**config.mk**
```make
export PLATFORM = sky130hd
export DESIGN_NAME = toe_overhead
export DESIGN_NICKNAME = d
export VERILOG_FILES = /design/src/shared/toe_pkg.sv /design/src/toe_overhead.sv
export SDC_FILE = /design/constraint.sdc
export NUM_CORES = 1
export LEC_CHECK = 0
export BUFFER_PORTS_ARGS = -buffer_cell sky130_fd_sc_hd__clkbuf_2
export CAP_MARGIN = 20
export CORE_ASPECT_RATIO = 0.9
export CORE_MARGIN = 1.5
export CORE_UTILIZATION = 50
export CTS_CLUSTER_DIAMETER = 30
export DETAILED_ROUTE_END_ITERATION = 8
export PLACE_DENSITY = 0.76
export SLEW_MARGIN = 20
export SYNTH_ARGS = -nofsm -noshare
export SYNTH_HDL_FRONTEND = slang
export SYNTH_SLANG_ARGS = --single-unit
```
**constraint.sdc**
```tcl
create_clock -name clk_sys -period 4.9 [get_ports clk_sys]
set_input_delay 0.245 -clock clk_sys [delete_from_list [all_inputs] [get_ports clk_sys]]
set_output_delay 0.245 -clock clk_sys [all_outputs]
set_load 0.005 [all_outputs]
```
**src/shared/toe_pkg.sv**
```systemverilog
// Constants, register map and field layouts of the T1 overhead extract and insert block.
package toe_pkg;

   // ------------------------------------------------------------------
   // Register map: word index on the Avalon-MM address.
   // ------------------------------------------------------------------
   localparam int         ADDR_W      = 8;
   localparam logic [7:0] OFS_RXC_LO  = 8'h56;
   localparam logic [7:0] OFS_RXMC    = 8'h57;
   localparam logic [7:0] OFS_RXSA    = 8'h58;
   localparam logic [7:0] OFS_IRQ_EN  = 8'h5c;
   localparam logic [7:0] OFS_FLAGS   = 8'h5d;
   localparam logic [7:0] OFS_FMT     = 8'h60;
   localparam logic [7:0] OFS_MODE    = 8'h62;
   localparam logic [7:0] OFS_TXC_LO  = 8'h65;
   localparam logic [7:0] OFS_TXMC    = 8'h66;
   localparam logic [7:0] OFS_TXSA    = 8'h67;
   localparam logic [7:0] OFS_YEL     = 8'h6b;
   localparam logic [7:0] OFS_MAINT   = 8'h6c;
   localparam logic [7:0] RST_VAL     = 8'h00;

   // ------------------------------------------------------------------
   // Field positions.
   // ------------------------------------------------------------------
   localparam int IRQ_DEB_BIT = 4;
   localparam int MODE_GENOFF = 0;
   localparam int MODE_CRCOFF = 1;
   localparam int MODE_DLBYP  = 2;
   localparam int FMT_J1_BIT  = 2;
   localparam int YEL_AUTO    = 1;
   localparam int YEL_MAN     = 0;
   localparam int MNT_MIMIC   = 3;
   localparam int MNT_SLIP    = 2;
   localparam int MNT_ZERO    = 1;
   localparam int MNT_ONES    = 0;

   // Overhead vector: C at 10..0, M at 13..11, A at 15..14, S at 19..16.
   // Masks are indexed by change flag: 0 C, 1 M, 2 S, 3 A.
   localparam logic [3:0][19:0] FIELD_MASK = {20'h0c000, 20'hf0000, 20'h03800, 20'h007ff};

   // ------------------------------------------------------------------
   // Frame structure and framing patterns.
   // ------------------------------------------------------------------
   typedef enum logic [1:0] {TOE_SF, TOE_ESF, TOE_DM, TOE_SLC} toe_format_type;

   localparam logic [7:0]  FRAME_LAST      = 8'hc0;
   localparam logic [7:0]  DBIT_POS        = 8'hbe;
   localparam logic [7:0]  MIMIC_POS       = 8'h01;
   localparam logic [2:0]  YEL_CH_BIT      = 3'h2;
   localparam logic [6:0]  SF_LAST         = 7'h0b;
   localparam logic [6:0]  ESF_LAST        = 7'h17;
   localparam logic [6:0]  SLC_LAST        = 7'h47;
   localparam logic [5:0]  FS_SF_PATTERN   = 6'h1c;
   localparam logic [5:0]  FAS_PATTERN     = 6'h34;
   localparam logic [11:0] SLC_SYNC        = 12'he38;
   localparam logic [5:0]  SLC_C_FIRST     = 6'h0b;
   localparam logic [5:0]  SLC_SPARE_FIRST = 6'h1f;
   localparam logic [5:0]  SLC_SYNC_LAST   = 6'h23;
   localparam logic [15:0] IDLE_T1         = 16'hffff;
   localparam logic [15:0] IDLE_J1         = 16'hff7e;
   localparam logic [15:0] ESF_YELLOW      = 16'hff00;
   localparam logic [5:0]  CRC_POLY        = 6'h03;

endpackage : toe_pkg

```
**src/toe_overhead.sv**
```systemverilog
// T1 overhead extraction, change indication and transmit overhead insertion for one channel.
//
// Register access over Avalon-MM was chosen for this implementation.
module toe_overhead (
   input  wire logic        clk_sys,
   input  wire logic        nrst,
   input  wire logic [7:0]  avs_address,
   input  wire logic        avs_read,
   input  wire logic        avs_write,
   input  wire logic [31:0] avs_writedata,
   input  wire logic [3:0]  avs_byteenable,
   output logic      [31:0] avs_readdata,
   output logic             avs_waitrequest,
   input  wire logic        rx_slc_sync,
   input  wire logic        rx_frame_end,
   input  wire logic [10:0] rx_concentrator,
   input  wire logic [2:0]  rx_maint,
   input  wire logic [1:0]  rx_alarm,
   input  wire logic [3:0]  rx_switch,
   input  wire logic        rx_red_alarm,
   input  wire logic        tx_bit_en,
   input  wire logic        tx_data_in,
   input  wire logic        tx_dl_valid,
   input  wire logic        tx_dl_bit,
   output logic             tx_line_bit,
   output logic             tx_line_en,
   output logic             tx_frame_start,
   output logic             int_n
);

   // ------------------------------------------------------------------
   // Register bus slave.
   // ------------------------------------------------------------------
   logic        wait_reg;
   logic [31:0] rdata_reg;
   logic [4:0]  irq_en_reg;
   logic [3:0]  flag_reg;
   logic [3:0]  flag_next;
   logic [2:0]  fmt_reg;
   logic [2:0]  mode_reg;
   logic [7:0]  tx_c_lo_reg;
   logic [5:0]  tx_mc_reg;
   logic [5:0]  tx_sa_reg;
   logic [1:0]  yel_reg;
   logic [3:0]  maint_reg;
   logic [19:0] cap_reg;
   logic [19:0] cap_next;
   logic [19:0] prev_reg;
   logic        int_n_reg;

   wire       bus_req  = avs_read | avs_write;
   wire       wr_en    = avs_write & ~wait_reg & avs_byteenable[0];
   wire [7:0] wdat     = avs_writedata[7:0];
   wire       wr_irq   = wr_en & (avs_address == toe_pkg::OFS_IRQ_EN);
   wire       wr_flags = wr_en & (avs_address == toe_pkg::OFS_FLAGS);
   wire       wr_fmt   = wr_en & (avs_address == toe_pkg::OFS_FMT);
   wire       wr_mode  = wr_en & (avs_address == toe_pkg::OFS_MODE);
   wire       wr_txc   = wr_en & (avs_address == toe_pkg::OFS_TXC_LO);
   wire       wr_txmc  = wr_en & (avs_address == toe_pkg::OFS_TXMC);
   wire       wr_txsa  = wr_en & (avs_address == toe_pkg::OFS_TXSA);
   wire       wr_yel   = wr_en & (avs_address == toe_pkg::OFS_YEL);
   wire       wr_maint = wr_en & (avs_address == toe_pkg::OFS_MAINT);

   // Read multiplexer; unmapped words read as zero.
   logic [7:0] rd_mux;
   always_comb begin
      case (avs_address)
         toe_pkg::OFS_RXC_LO: rd_mux = cap_reg[7:0];
         toe_pkg::OFS_RXMC:   rd_mux = {2'h0, cap_reg[13:8]};
         toe_pkg::OFS_RXSA:   rd_mux = {2'h0, cap_reg[19:14]};
         toe_pkg::OFS_IRQ_EN: rd_mux = {3'h0, irq_en_reg};
         toe_pkg::OFS_FLAGS:  rd_mux = {4'h0, flag_reg};
         toe_pkg::OFS_FMT:    rd_mux = {5'h0, fmt_reg};
         toe_pkg::OFS_MODE:   rd_mux = {5'h0, mode_reg};
         toe_pkg::OFS_TXC_LO: rd_mux = tx_c_lo_reg;
         toe_pkg::OFS_TXMC:   rd_mux = {2'h0, tx_mc_reg};
         toe_pkg::OFS_TXSA:   rd_mux = {2'h0, tx_sa_reg};
         toe_pkg::OFS_YEL:    rd_mux = {6'h0, yel_reg};
         toe_pkg::OFS_MAINT:  rd_mux = {4'h0, maint_reg};
         default:             rd_mux = 8'h00;
      endcase
   end

   // One wait state: the request is answered at the second edge it is seen.
   always_ff @(posedge clk_sys) begin
      if (!nrst) begin
         wait_reg  <= 1'b1;
         rdata_reg <= 32'h0000_0000;
      end else begin
         wait_reg <= ~(bus_req & wait_reg);
         if (bus_req & wait_reg) begin
            rdata_reg <= {24'h00_0000, rd_mux};
         end
      end
   end

   // Control registers written by software.
   always_ff @(posedge clk_sys) begin
      if (!nrst) begin
         irq_en_reg  <= toe_pkg::RST_VAL[4:0];
         fmt_reg     <= toe_pkg::RST_VAL[2:0];
         mode_reg    <= toe_pkg::RST_VAL[2:0];
         tx_c_lo_reg <= toe_pkg::RST_VAL;
         tx_mc_reg   <= toe_pkg::RST_VAL[5:0];
         tx_sa_reg   <= toe_pkg::RST_VAL[5:0];
         yel_reg     <= toe_pkg::RST_VAL[1:0];
         maint_reg   <= toe_pkg::RST_VAL[3:0];
      end else begin
         if (wr_irq)   irq_en_reg  <= wdat[4:0];
         if (wr_fmt)   fmt_reg     <= wdat[2:0];
         if (wr_mode)  mode_reg    <= wdat[2:0];
         if (wr_txc)   tx_c_lo_reg <= wdat;
         if (wr_txmc)  tx_mc_reg   <= wdat[5:0];
         if (wr_txsa)  tx_sa_reg   <= wdat[5:0];
         if (wr_yel)   yel_reg     <= wdat[1:0];
         if (wr_maint) maint_reg   <= wdat[3:0];
      end
   end

   // ------------------------------------------------------------------
   // Receive overhead capture and change indication.
   // ------------------------------------------------------------------
   wire [19:0] rx_new = {rx_switch, rx_alarm, rx_maint, rx_concentrator};
   wire        rx_upd = rx_frame_end & rx_slc_sync;
   wire        deb_on = irq_en_reg[toe_pkg::IRQ_DEB_BIT];

   // Each field refreshes on every frame end with sync, or only on two equal such frames with debounce.
   logic [19:0] upd_mask;
   logic [3:0]  chg;
   always_comb begin
      upd_mask = 20'h0_0000;
      chg      = 4'h0;
      for (int i = 0; i < 4; i++) begin
         if (!deb_on || (((rx_new ^ prev_reg) & toe_pkg::FIELD_MASK[i]) == 20'h0_0000)) begin
            upd_mask = upd_mask | toe_pkg::FIELD_MASK[i];
         end
      end
      cap_next = rx_upd ? ((rx_new & upd_mask) | (cap_reg & ~upd_mask)) : cap_reg;
      for (int i = 0; i < 4; i++) begin
         chg[i] = ((cap_next ^ cap_reg) & toe_pkg::FIELD_MASK[i]) != 20'h0_0000;
      end
   end

   // A change arriving with a clearing write still sets its flag.
   assign flag_next = (flag_reg & ~(wr_flags ? wdat[3:0] : 4'h0)) | chg;

   // Capture, flags and the interrupt pin.
   always_ff @(posedge clk_sys) begin
      if (!nrst) begin
         cap_reg   <= 20'h0_0000;
         prev_reg  <= 20'h0_0000;
         flag_reg  <= 4'h0;
         int_n_reg <= 1'b1;
      end else begin
         cap_reg   <= cap_next;
         flag_reg  <= flag_next;
         int_n_reg <= ~|(flag_next & irq_en_reg[3:0]);
         if (rx_upd) begin
            prev_reg <= rx_new;
         end
      end
   end

   // ------------------------------------------------------------------
   // Transmit frame position.
   // ------------------------------------------------------------------
   toe_pkg::toe_format_type fmt;
   logic [7:0] pos_reg;
   logic [6:0] frm_reg;
   logic [6:0] mf_last;
   logic [3:0] dl_idx_reg;
   logic [5:0] crc_acc_reg;
   logic [5:0] crc_hold_reg;
   logic       f_last_reg;
   logic       out_last_reg;
   logic       slip_prev_reg;
   logic       slip_pend_reg;
   logic       slip_sel_reg;
   logic       line_bit_reg;
   logic       line_en_reg;
   logic       fstart_reg;

   assign fmt = toe_pkg::toe_format_type'(fmt_reg[1:0]);

   always_comb begin
      case (fmt)
         toe_pkg::TOE_ESF: mf_last = toe_pkg::ESF_LAST;
         toe_pkg::TOE_SLC: mf_last = toe_pkg::SLC_LAST;
         default:          mf_last = toe_pkg::SF_LAST;
      endcase
   end

   // Advances a frame position by one bit, wrapping frame and multiframe.
   function automatic logic [14:0] toe_adv(input logic [7:0] p,
                                           input logic [6:0] f,
                                           input logic [6:0] last);
      logic [6:0] fn;
      fn = (f >= last) ? 7'h00 : 7'(f + 7'h01);
      if (p >= toe_pkg::FRAME_LAST) begin
         toe_adv = {fn, 8'h00};
      end else begin
         toe_adv = {f, 8'(p + 8'h01)};
      end
   endfunction : toe_adv

   wire [14:0] step1 = toe_adv(pos_reg, frm_reg, mf_last);
   wire [14:0] step2 = toe_adv(step1[7:0], step1[14:8], mf_last);

   // ------------------------------------------------------------------
   // Transmit overhead generation.
   // ------------------------------------------------------------------
   wire        gen_on  = ~mode_reg[toe_pkg::MODE_GENOFF];
   wire        dl_on   = gen_on & ~mode_reg[toe_pkg::MODE_DLBYP];
   wire        crc_on  = gen_on & ~mode_reg[toe_pkg::MODE_CRCOFF];
   wire        yel_on  = yel_reg[toe_pkg::YEL_MAN] |
                         (yel_reg[toe_pkg::YEL_AUTO] & rx_red_alarm);
   wire        f_pos   = (pos_reg == 8'h00);
   wire [5:0]  slc_k   = frm_reg[6:1];
   wire [2:0]  sub_idx = frm_reg[4:2];
   wire [19:0] ovh_vec = {tx_sa_reg, tx_mc_reg[5:3], tx_mc_reg[2:0], tx_c_lo_reg};
   wire [4:0]  ovh_idx = 5'(slc_k - toe_pkg::SLC_C_FIRST);
   wire [15:0] idle_w  = fmt_reg[toe_pkg::FMT_J1_BIT] ? toe_pkg::IDLE_J1 : toe_pkg::IDLE_T1;
   wire        dl_src  = tx_dl_valid ? tx_dl_bit : idle_w[4'hf - dl_idx_reg];
   wire        esf_dl  = (fmt == toe_pkg::TOE_ESF) & f_pos & ~frm_reg[0];

   // SLC-96 Fs bits: sync pattern, then C, M, A and S fields, then spares.
   logic slc_fs;
   always_comb begin
      if (slc_k < toe_pkg::SLC_C_FIRST) begin
         slc_fs = toe_pkg::SLC_SYNC[slc_k[3:0]];
      end else if (slc_k == toe_pkg::SLC_SYNC_LAST) begin
         slc_fs = toe_pkg::SLC_SYNC[11];
      end else if (!dl_on) begin
         slc_fs = tx_data_in;
      end else if (slc_k < toe_pkg::SLC_SPARE_FIRST) begin
         slc_fs = ovh_vec[ovh_idx];
      end else begin
         slc_fs = 1'b0;
      end
   end

   // F bit value for the current frame in each format.
   logic f_gen;
   always_comb begin
      case (fmt)
         toe_pkg::TOE_ESF: begin
            if (!frm_reg[0]) begin
               if (yel_on) begin
                  f_gen = toe_pkg::ESF_YELLOW[4'hf - dl_idx_reg];
               end else begin
                  f_gen = dl_on ? dl_src : tx_data_in;
               end
            end else if (!frm_reg[1]) begin
               f_gen = crc_on ? crc_hold_reg[3'h5 - sub_idx] : tx_data_in;
            end else begin
               f_gen = toe_pkg::FAS_PATTERN[sub_idx];
            end
         end
         toe_pkg::TOE_SLC: f_gen = frm_reg[0] ? slc_fs : ~frm_reg[1];
         default:          f_gen = frm_reg[0] ? toe_pkg::FS_SF_PATTERN[frm_reg[3:1]] : ~frm_reg[1];
      endcase
   end

   // Payload and overhead merge ahead of the line overwrites.
   logic bit_pre;
   always_comb begin
      bit_pre = tx_data_in;
      if (f_pos) begin
         bit_pre = gen_on ? f_gen : tx_data_in;
      end else if (gen_on) begin
         if (fmt == toe_pkg::TOE_DM && dl_on && pos_reg == toe_pkg::DBIT_POS) begin
            bit_pre = dl_src;
         end
         if (maint_reg[toe_pkg::MNT_MIMIC] && pos_reg == toe_pkg::MIMIC_POS) begin
            bit_pre = f_last_reg;
         end
         if (yel_on && fmt != toe_pkg::TOE_ESF && pos_reg[2:0] == toe_pkg::YEL_CH_BIT) begin
            bit_pre = 1'b0;
         end
      end
   end

   // Line overwrites: zeros take priority over ones.
   wire slip_rep = slip_pend_reg & slip_sel_reg;
   wire slip_del = slip_pend_reg & ~slip_sel_reg;
   wire bit_fin  = maint_reg[toe_pkg::MNT_ZERO] ? 1'b0 :
                   maint_reg[toe_pkg::MNT_ONES] ? 1'b1 :
                   (slip_rep ? out_last_reg : bit_pre);

   // CRC-6 over the multiframe with every F bit counted as one.
   wire       crc_in   = f_pos | bit_pre;
   wire       crc_fb   = crc_in ^ crc_acc_reg[5];
   wire [5:0] crc_step = {crc_acc_reg[4:0], 1'b0} ^ (crc_fb ? toe_pkg::CRC_POLY : 6'h00);
   wire       mf_end   = (fmt == toe_pkg::TOE_ESF) & (frm_reg == toe_pkg::ESF_LAST) &
                         (pos_reg == toe_pkg::FRAME_LAST);

   // Alignment slip request from any toggle of the control bit.
   always_ff @(posedge clk_sys) begin
      if (!nrst) begin
         slip_prev_reg <= 1'b0;
         slip_pend_reg <= 1'b0;
         slip_sel_reg  <= 1'b0;
      end else begin
         slip_prev_reg <= maint_reg[toe_pkg::MNT_SLIP];
         if (slip_prev_reg != maint_reg[toe_pkg::MNT_SLIP]) begin
            slip_pend_reg <= 1'b1;
         end else if (tx_bit_en) begin
            slip_pend_reg <= 1'b0;
         end
         if (tx_bit_en) begin
            slip_sel_reg <= ~slip_sel_reg;
         end
      end
   end

   // Position counters: a repeat holds the position, a deletion skips one.
   always_ff @(posedge clk_sys) begin
      if (!nrst) begin
         pos_reg <= 8'h00;
         frm_reg <= 7'h00;
      end else if (tx_bit_en && !slip_rep) begin
         pos_reg <= slip_del ? step2[7:0] : step1[7:0];
         frm_reg <= slip_del ? step2[14:8] : step1[14:8];
      end
   end

   // Datalink pattern index, CRC state and the line output.
   always_ff @(posedge clk_sys) begin
      if (!nrst) begin
         dl_idx_reg   <= 4'h0;
         crc_acc_reg  <= 6'h00;
         crc_hold_reg <= 6'h00;
         f_last_reg   <= 1'b0;
         out_last_reg <= 1'b0;
         line_bit_reg <= 1'b0;
         line_en_reg  <= 1'b0;
         fstart_reg   <= 1'b0;
      end else begin
         line_en_reg <= tx_bit_en;
         fstart_reg  <= tx_bit_en & f_pos & (frm_reg == 7'h00) & ~slip_rep;
         if (tx_bit_en) begin
            line_bit_reg <= bit_fin;
            out_last_reg <= bit_fin;
            if (f_pos) begin
               f_last_reg <= bit_pre;
            end
            if (esf_dl && !slip_rep) begin
               dl_idx_reg <= 4'(dl_idx_reg + 4'h1);
            end
            if (mf_end) begin
               crc_hold_reg <= crc_step;
               crc_acc_reg  <= 6'h00;
            end else if (fmt == toe_pkg::TOE_ESF && !slip_rep) begin
               crc_acc_reg <= crc_step;
            end
         end
      end
   end

   // ------------------------------------------------------------------
   // Output drive.
   // ------------------------------------------------------------------
   assign avs_readdata    = rdata_reg;
   assign avs_waitrequest = wait_reg;
   assign tx_line_bit     = line_bit_reg;
   assign tx_line_en      = line_en_reg;
   assign tx_frame_start  = fstart_reg;
   assign int_n           = int_n_reg;

endmodule : toe_overhead

```
== Word level (Yosys, flattened, before mapping) ==
Memory sizes are Yosys's and may differ from the RTL's. A register that Yosys moved wholly into a read port is not among the register bits.
Index checks and enable logic that the tools add are counted.

* Register bits: 129
* Bits in latches: 0
* Bits in writable memories: 0
* Bits in read-only memories: 48
* Output and inout bits: 37
* Logic and storage cells: 214
* Memories kept: 4

* Add/subtract/negate cells: 8
* Multipliers: 0
* Div/mod/pow operators: 0
* Order comparisons: 12
* Eq/ne operators: 24
* Shifts and indexed selects: 0
* Multiplexer cells: 58
* Bitwise gates (word level): 49
* Reduce and logical (&&, ||, !) cells: 33

{| class="wikitable"
|+ Memory list
! name !! depth !! bits a word !! rd ports !! clocked after Yosys merged registers in !! write ports !! line !! text
|-
| (name not given) || 16 || 1 || 1 || 0 || 0 || toe_overhead.sv:249 || <nowiki>f_gen = toe_pkg::ESF_YELLOW[4'hf - dl_idx_reg];</nowiki>
|-
| (name not given) || 16 || 1 || 1 || 1 || 0 || toe_overhead.sv:230 || <nowiki>slc_fs = toe_pkg::SLC_SYNC[slc_k[3:0]];</nowiki>
|-
| (name not given) || 8 || 1 || 1 || 1 || 0 || toe_overhead.sv:260 || <nowiki>default: f_gen = frm_reg[0] ? toe_pkg::FS_SF_PATTERN[frm_reg[3:1]] : ~frm_reg[1];</nowiki>
|-
| (name not given) || 8 || 1 || 1 || 1 || 0 || toe_overhead.sv:256 || <nowiki>f_gen = toe_pkg::FAS_PATTERN[sub_idx];</nowiki>
|}

{| class="wikitable"
|+ Operators by type and width
! kind !! number
|-
| $eq A8 B7 Y1 const B || 12
|-
| $pmux W8 S12 || 1
|-
| $logic_not A20 Y1 || 4
|-
| $reduce_bool A20 Y1 || 4
|-
| $and A20 B20 Y20 || 2
|-
| $mux W20 || 2
|-
| $xor A20 B20 Y20 || 2
|-
| $mux W1 || 30
|-
| $mux W15 || 2
|-
| $and A1 B1 Y1 || 25
|-
| $mux W7 || 3
|-
| $not A20 Y20 || 1
|-
| $or A20 B20 Y20 || 1
|-
| $add A8 B1 Y8 const B || 2
|-
| $eq A8 B8 Y1 const B || 2
|-
| $ge A8 B8 Y1 const B || 2
|-
| $mux W16 || 1
|-
| $mux W8 || 2
|-
| $add A7 B1 Y7 const B || 2
|-
| $ge A7 B7 Y1 || 2
|-
| $mux W14 || 1
|-
| $pmux W7 S2 || 1
|-
| $lt A3 B4 Y1 const B || 3
|-
| $mux W3 || 4
|-
| other kinds (40) || 73
|}

== Depth between registers and ports, before layout ==
Gate-level depths: netlist (run 1).

* Depth in word-level cells: 17
* Gate-level depth with buffers: 17
* Mapped depth without buffers: 17

== Worst setup path before layout (run 1) ==
No wires, ideal clock.

* Kind: register to register
* Start: register fmt_reg[0]
* End: register (tool-made name)
* Arrival: 4.089 ns
* Slack: 0.737 ns
* Cell stages (with the launch flop): 18
* Cells stage by stage: dfxtp_1 > inv_1 > nor2_1 > inv_1 > ha_1 > o31a_4 > nor2_4 > o21ai_0 > o32ai_2 > ha_1 > a211oi_1 > inv_1 > o32ai_2 > a21oi_2 > a221oi_4 > a22oi_2 > or4b_1 > a31oi_1

{| class="wikitable"
|+ RTL lines
! item !! line !! text
|-
| start, declared || toe_overhead.sv:39 || <nowiki>logic [2:0] fmt_reg;</nowiki>
|-
| start signal, assigned || toe_overhead.sv:101 || <nowiki>fmt_reg <= toe_pkg::RST_VAL[2:0];</nowiki>
|-
| start signal, assigned || toe_overhead.sv:110 || <nowiki>if (wr_fmt) fmt_reg <= wdat[2:0];</nowiki>
|}

==> results of run 1 <==
==> layout by cell type, fill, tap and decap left out, types with 9 or more instances in the layout <==
cell type    n
a221oi_1    10
clkbuf_16   17
nand2_1     99
ha_1        22
mux2i_1     55
and2_1       9
a22oi_1     24
dfxtp_1    132
xnor2_1     42
nand3_1     36
o21ai_0     24
buf_4       12
conb_1      24
inv_1       19
nor2_1     108
xor2_1      20
clkbuf_2    60
nor3_1      13
a21oi_1     55
a31oi_1     10
==> tightest hold or removal path, delay by kind of cell <==
family	cells	cell delay [ns]
AO/OA/AOI/OAI	1	0.05
buffers and inverters	1	0.08
AND/OR/NAND/NOR	1	0.06
==> synth_stat cells, types with 9 or more instances <==
cell type and n:
dfxtp_1 132, nor2_1 108, nand2_1 99, a21oi_1 55
mux2i_1 55, xnor2_1 42, clkbuf_1 36, nand3_1 36
buf_4 25, a22oi_1 24, o21ai_0 24, ha_1 22
xor2_1 20, inv_1 19, nor3_1 14, a221oi_1 10
a31oi_1 10, and2_1 9
==> kinds of logic after synthesis <==
logic type | synth area share [%]
xor gates and xnor gates | 7.15
muxes | 9.97
other | 0.0494
buffers and inverters | 5.95
adders and majority gates | 3.63
AOI/OAI and AO/OA | 17.4
DFF | 34.8
and+or+nand+nor | 21.1
==> through the flow <==
step	setup slack (ns)	hold WS (ns)	utilization, %
global placement	0.399	0.454	53.7
detailed placement	0.250	0.461	53.7
floorplan	0.737	0.381	-
global route	0.00222	0.0670	57.9
finish	0.259	0.0654	57.9
CTS	0.150	0.0589	57.7
==> area by class of cell <==
cell class | instances | area [µm²] | share of cell area (%)
sequential | 132 | 2640 | 30.9
multi-input combinational | 693 | 4600 | 53.8
timing repair buffer | 72 | 390 | 4.57
clock buffer | 19 | 443 | 5.18
tap | 198 | 248 | 2.90
clock inverter | 13 | 149 | 1.74
inverter | 20 | 76.3 | 0.893
==> path summary, 6_finish.rpt <==
path / from / endpoint / slack (ns) / depth (start not counted)
worst max-delay path: fmt_reg[0] / flop / 0.26 / 17
worst min-delay path: avs_writedata[6] / tx_c_lo_reg[6] / 0.07 / 3
worst min register to register: prev_reg[15] / prev_reg[15] / 0.47 / 2
worst max register to register: fmt_reg[0] / flop / 0.26 / 17
==> metal layers <==
| layer | vias up | GRT usage (%) | part of all wire [%] |
|---|---|---|---|
| met2 | 292 | 37.7 | 43 |
| met3 | 27 | 5.79 | 8.1 |
| li1 | 3242 | - | - |
| met5 | - | 0 | 0 |
| met1 | 3210 | 37.2 | 47 |
| met4 | 0 | 7.35 | 1.3 |
==> power breakdown <==
part	switching [mW]	total (mW)	internal [mW]
registers	0.0261	1.13	1.10
logic	0.137	0.226	0.0895
clock network	0.503	1.27	0.767
total	0.666	2.63	1.96
==> flow_summary.yaml, run 1 <==
detailed_routing:
  routedWlPerCell_um: 17.4
  drc: 0
  via_per_inst: 5.90
  drtIter0Drc: 906
  routed_wl_mm: 19.9
  vias: 6771
  ant_nets: 0
  firstDrtPassIters: 7
clock_tree:
  cts_hold_buf: 0
  cts_root_buf: "clkbuf_16"
  clk_latency_ns: 0.42
  ctsResizeCount: 0
  cts_sinks: 132
  cts_setup_buffers: 0
  htree_levels: 4
  cts_buffers: 17
  ctsLongestPathBuffers: 2
  cts_tree: "yes"
  clkTransAtPathRegs_ns: 0.06
worst_setup_path:
  path_class: "reg2reg"
  endpoint_kind: "flop"
  cp.required_ns: 5.22
  crit_chain: "inv_1 > nor2_1 > inv_1 > ha_1 > nor4_4 > o21a_4 > o21ai_0 > o32ai_2 > ha_1 > a211oi_1 > inv_1 > o32ai_2 > a21oi_2 > a221oi_4 > a22oi_2 > or4b_1 > a31oi_1"
  crit_top_cell: "inv_1"
  cp-start-kind: "flop"
  worst_path_max_delay_cell: "or4b_1"
  path_max_fanout: 7
  slowest_delay_ns: 0.56
  cp_data_arrival_time_ns: 4.96
  path_buf_inv: 3
  path_delay_family: "compound AO/OA/AOI/OAI gates"
synthesis:
  synth_flop_cell: "dfxtp_1"
  synth_cells: 892
  synth_area_um2: 7590
  synth-warning-count: 0
  ys_types: 86
  synth_edf_count: 0
  synth_top_area_share_pct: 34.8
  seq_area_frac_synth_pct: 34.8
  ys_top_cells_by_area: "dfxtp_1, mux2i_1, nor2_1"
  async_flop_share_pct: 0
  ys_ff_latch: 132
  synth_top_cell_by_area: "dfxtp_1"
  syn_avg_cell_area_um2: 8.51
floorplanning:
  die_h_um: 120
  die_x_um: 133
  core_um2: 14800
  fp.dieArea_um2: 15900
  io_pins: 112
  start_util_pct: 51.4
  rows: 42
sta:
  hold_viol_final: 0
  finalSetupViolations: 0
  fmax_mhz: 215
  fin_skew_ns: 0.00564
  max_slew.worst_pin.slew_ns: 0.993
  slew_headroom_pct: 33.3
  timing.setup.tns_ns: 0
  grt_setup_unrepaired: "false"
  slew_viol_final: 0
  fin_crit_sh_pct: 94.7
  min_period_ns: 4.64
final_layout:
  drive_gt1_share_pct: 15.1
  area_growth_pct: 12.5
  stdcell_area_um2: 8540
  final_cells: 1147
  antenna_cells: 0
  final_nets: 1033
  fill_cells: 1304
place:
  postPlaceCellArea_um2: 7930
  hpwl_mm: 14.3
  placed_cells: 1114
  place_congestion: 0.923
  io_buffers: 60
global_route:
  track_usage_pct: 25.5
  grt_antenna_before_repair: 1
  grt_pass1_wl_mm: 32.2
  grt_pass1_vias: 6200
  grt_remaining_overflow: 0
  grt_max_degree: 57
flow_run:
  drv_cap: 0
power:
  irDropWorstVdd_uv: 262
  power.leakage_nw: 3.28
  finalPower_mw: 2.63
  cellPowerDensity_nw_per_um2: 307
hold_path:
  hold_class: "in2reg"
status:
  status: "finished clean"
No activity file was read; power rests on OpenSTA's default activity.
==> run 2, diff against run 1 <==
Settings changed: PLACE_DENSITY 0.76 to 0.73.
==> run 2 against run 1 <==
Register-to-register slack better by 0.08 ns; maximum frequency up 1.8%; largest power group unchanged; flip-flop and latch count unchanged; combinational power about the same; clock power up 9%; worst hold slack worse by 0.0065 ns; global-route usage down 0.31 points; first-iteration DRC count down 33%; non-clock buffer count up 1; cell count about the same; core utilization up 0.36 points.
==> flow_summary.yaml, run 2 (synthesis gave the netlist of run 1 again) <==
place:
  io_buffers: 60
  hpwl_mm: 14.2
  dp_slack_ns: 0.353
  place_congestion: 0.949
sta:
  grt_setup_unrepaired: "false"
  slew_viol_final: 0
  fin_crit_sh_pct: 93.0
  hold_ws_ns: 0.0589
  finalSetupViolations: 0
  hold_viol_final: 0
  max_slew.worst_pin.slew_ns: 1.08
  slew_headroom_pct: 27.2
  fin_ws_ns: 0.343
  fin_skew_ns: 0.00756
  min_period_ns: 4.56
  fmax_mhz: 219
  timing.setup.tns_ns: 0
worst_setup_path:
  path_buf_inv: 3
  worst_path_max_delay_cell: "or4b_1"
  cp.required_ns: 5.24
  slowest_delay_ns: 0.55
  path_class: "reg2reg"
  endpoint_kind: "flop"
  cp-start-kind: "flop"
  path_max_fanout: 7
  crit_chain: "inv_1 > nor2_1 > inv_1 > ha_1 > o31a_4 > nor2_4 > o21ai_0 > o32ai_2 > ha_1 > a211oi_1 > inv_1 > o32ai_2 > a21oi_2 > a221oi_4 > a22oi_2 > or4b_1 > a31oi_1"
  path_delay_family: "compound AO/OA/AOI/OAI gates"
  cp_data_arrival_time_ns: 4.90
  crit_top_cell: "inv_1"
detailed_routing:
  routed_wl_mm: 19.7
  ant_nets: 0
  drtIter0Drc: 608
  via_per_inst: 5.86
  drc: 0
  firstDrtPassIters: 5
  vias: 6725
  routedWlPerCell_um: 17.1
final_layout:
  fin_util_pct: 58.2
  mostFrequentLayoutCell: "dfxtp_1"
  final_nets: 1034
  drive_gt1_share_pct: 15.1
  fill_cells: 1319
  area_growth_pct: 13.2
  most-common-layout-cells: "dfxtp_1, nor2_1, nand2_1"
  multi_input_area_um2: 4580
  register_area_um2: 2640
  antenna_cells: 0
global_route:
  grt_max_degree: 50
  grt_pass1_vias: 6072
  grt_antenna_before_repair: 0
  track_usage_pct: 25.2
  grt_remaining_overflow: 0
  grt_pass1_wl_mm: 31.7
floorplanning:
  io_pins: 112
  die_x_um: 133
  rows: 42
  core_um2: 14800
  die_h_um: 120
  fp.dieArea_um2: 15900
  start_util_pct: 51.4
clock_tree:
  cts_buffers: 17
  clk_latency_ns: 0.43
  cts_root_buf: "clkbuf_16"
  htree_levels: 4
  clkTransAtPathRegs_ns: 0.06
  cts_hold_buf: 0
  ctsLongestPathBuffers: 2
  cts_sinks: 132
  cts_setup_buffers: 0
  ctsResizeCount: 0
  cts_tree: "yes"
power:
  cellPowerDensity_nw_per_um2: 319
  power.leakage_nw: 3.32
  irDropWorstVdd_uv: 247
  finalPower_mw: 2.74
status:
  status: "finished clean"
hold_path:
  hold_class: "in2reg"
flow_run:
  drv_cap: 0
-- run 2: layout make-up --
type,count,area share [%]
clock buffer,19,5.27
clock inverter,13,2.27
inverter,20,0.888
multi-input combinational,693,53.3
sequential,132,30.7
tap,198,2.88
timing repair buffer,73,4.63
-- run 2: per-layer routing --
| layer | global-route usage (%) | up-vias | part of all wire [%] |
|---|---|---|---|
| li1 | - | 3235 | - |
| met1 | 36.5 | 3190 | 47 |
| met2 | 38.0 | 271 | 44 |
| met3 | 4.73 | 29 | 7.5 |
| met4 | 7.90 | 0 | 1.8 |
| met5 | 0 | - | 0 |
-- run 2: path summary, 6_finish.rpt --
path                                  startpoint        endpoint  slack (ns)  cells after the start
worst max-delay path                  fmt_reg[0]            flop        0.34                     17
worst min-delay path            avs_writedata[7]  tx_c_lo_reg[7]        0.06                      3
worst max register to register        fmt_reg[0]            flop        0.34                     17
worst min register to register       prev_reg[9]     prev_reg[9]        0.47                      2
-- run 2: worst reg2reg max path, cell delays in order (launching register included) --
cell and delay (ns):
dfxtp_1 0.34, inv_1 0.06, nor2_1 0.25, inv_1 0.17
ha_1 0.27, o31a_4 0.37, nor2_4 0.14, o21ai_0 0.15
o32ai_2 0.34, ha_1 0.31, a211oi_1 0.37, inv_1 0.10
o32ai_2 0.23, a21oi_2 0.08, a221oi_4 0.46, a22oi_2 0.13
or4b_1 0.55, a31oi_1 0.16
-- run 2: where the power goes --
| group | switching, mW | internal [mW] |
|---|---|---|
| Combinational | 0.135 | 0.0889 |
| Sequential | 0.0253 | 1.10 |
| Clock | 0.502 | 0.885 |
-- run 2: metrics by stage --
| stage | instances | instance area [µm²] |
|---|---|---|
| 2_1_floorplan | 915 | 7680 |
| 3_3_place_gp | 1115 | 7940 |
| 3_5_place_dp | 1115 | 7940 |
| 4_1_cts | 1147 | 8590 |
| 5_1_grt | 1148 | 8600 |
| 6_report | 1148 | 8600 |
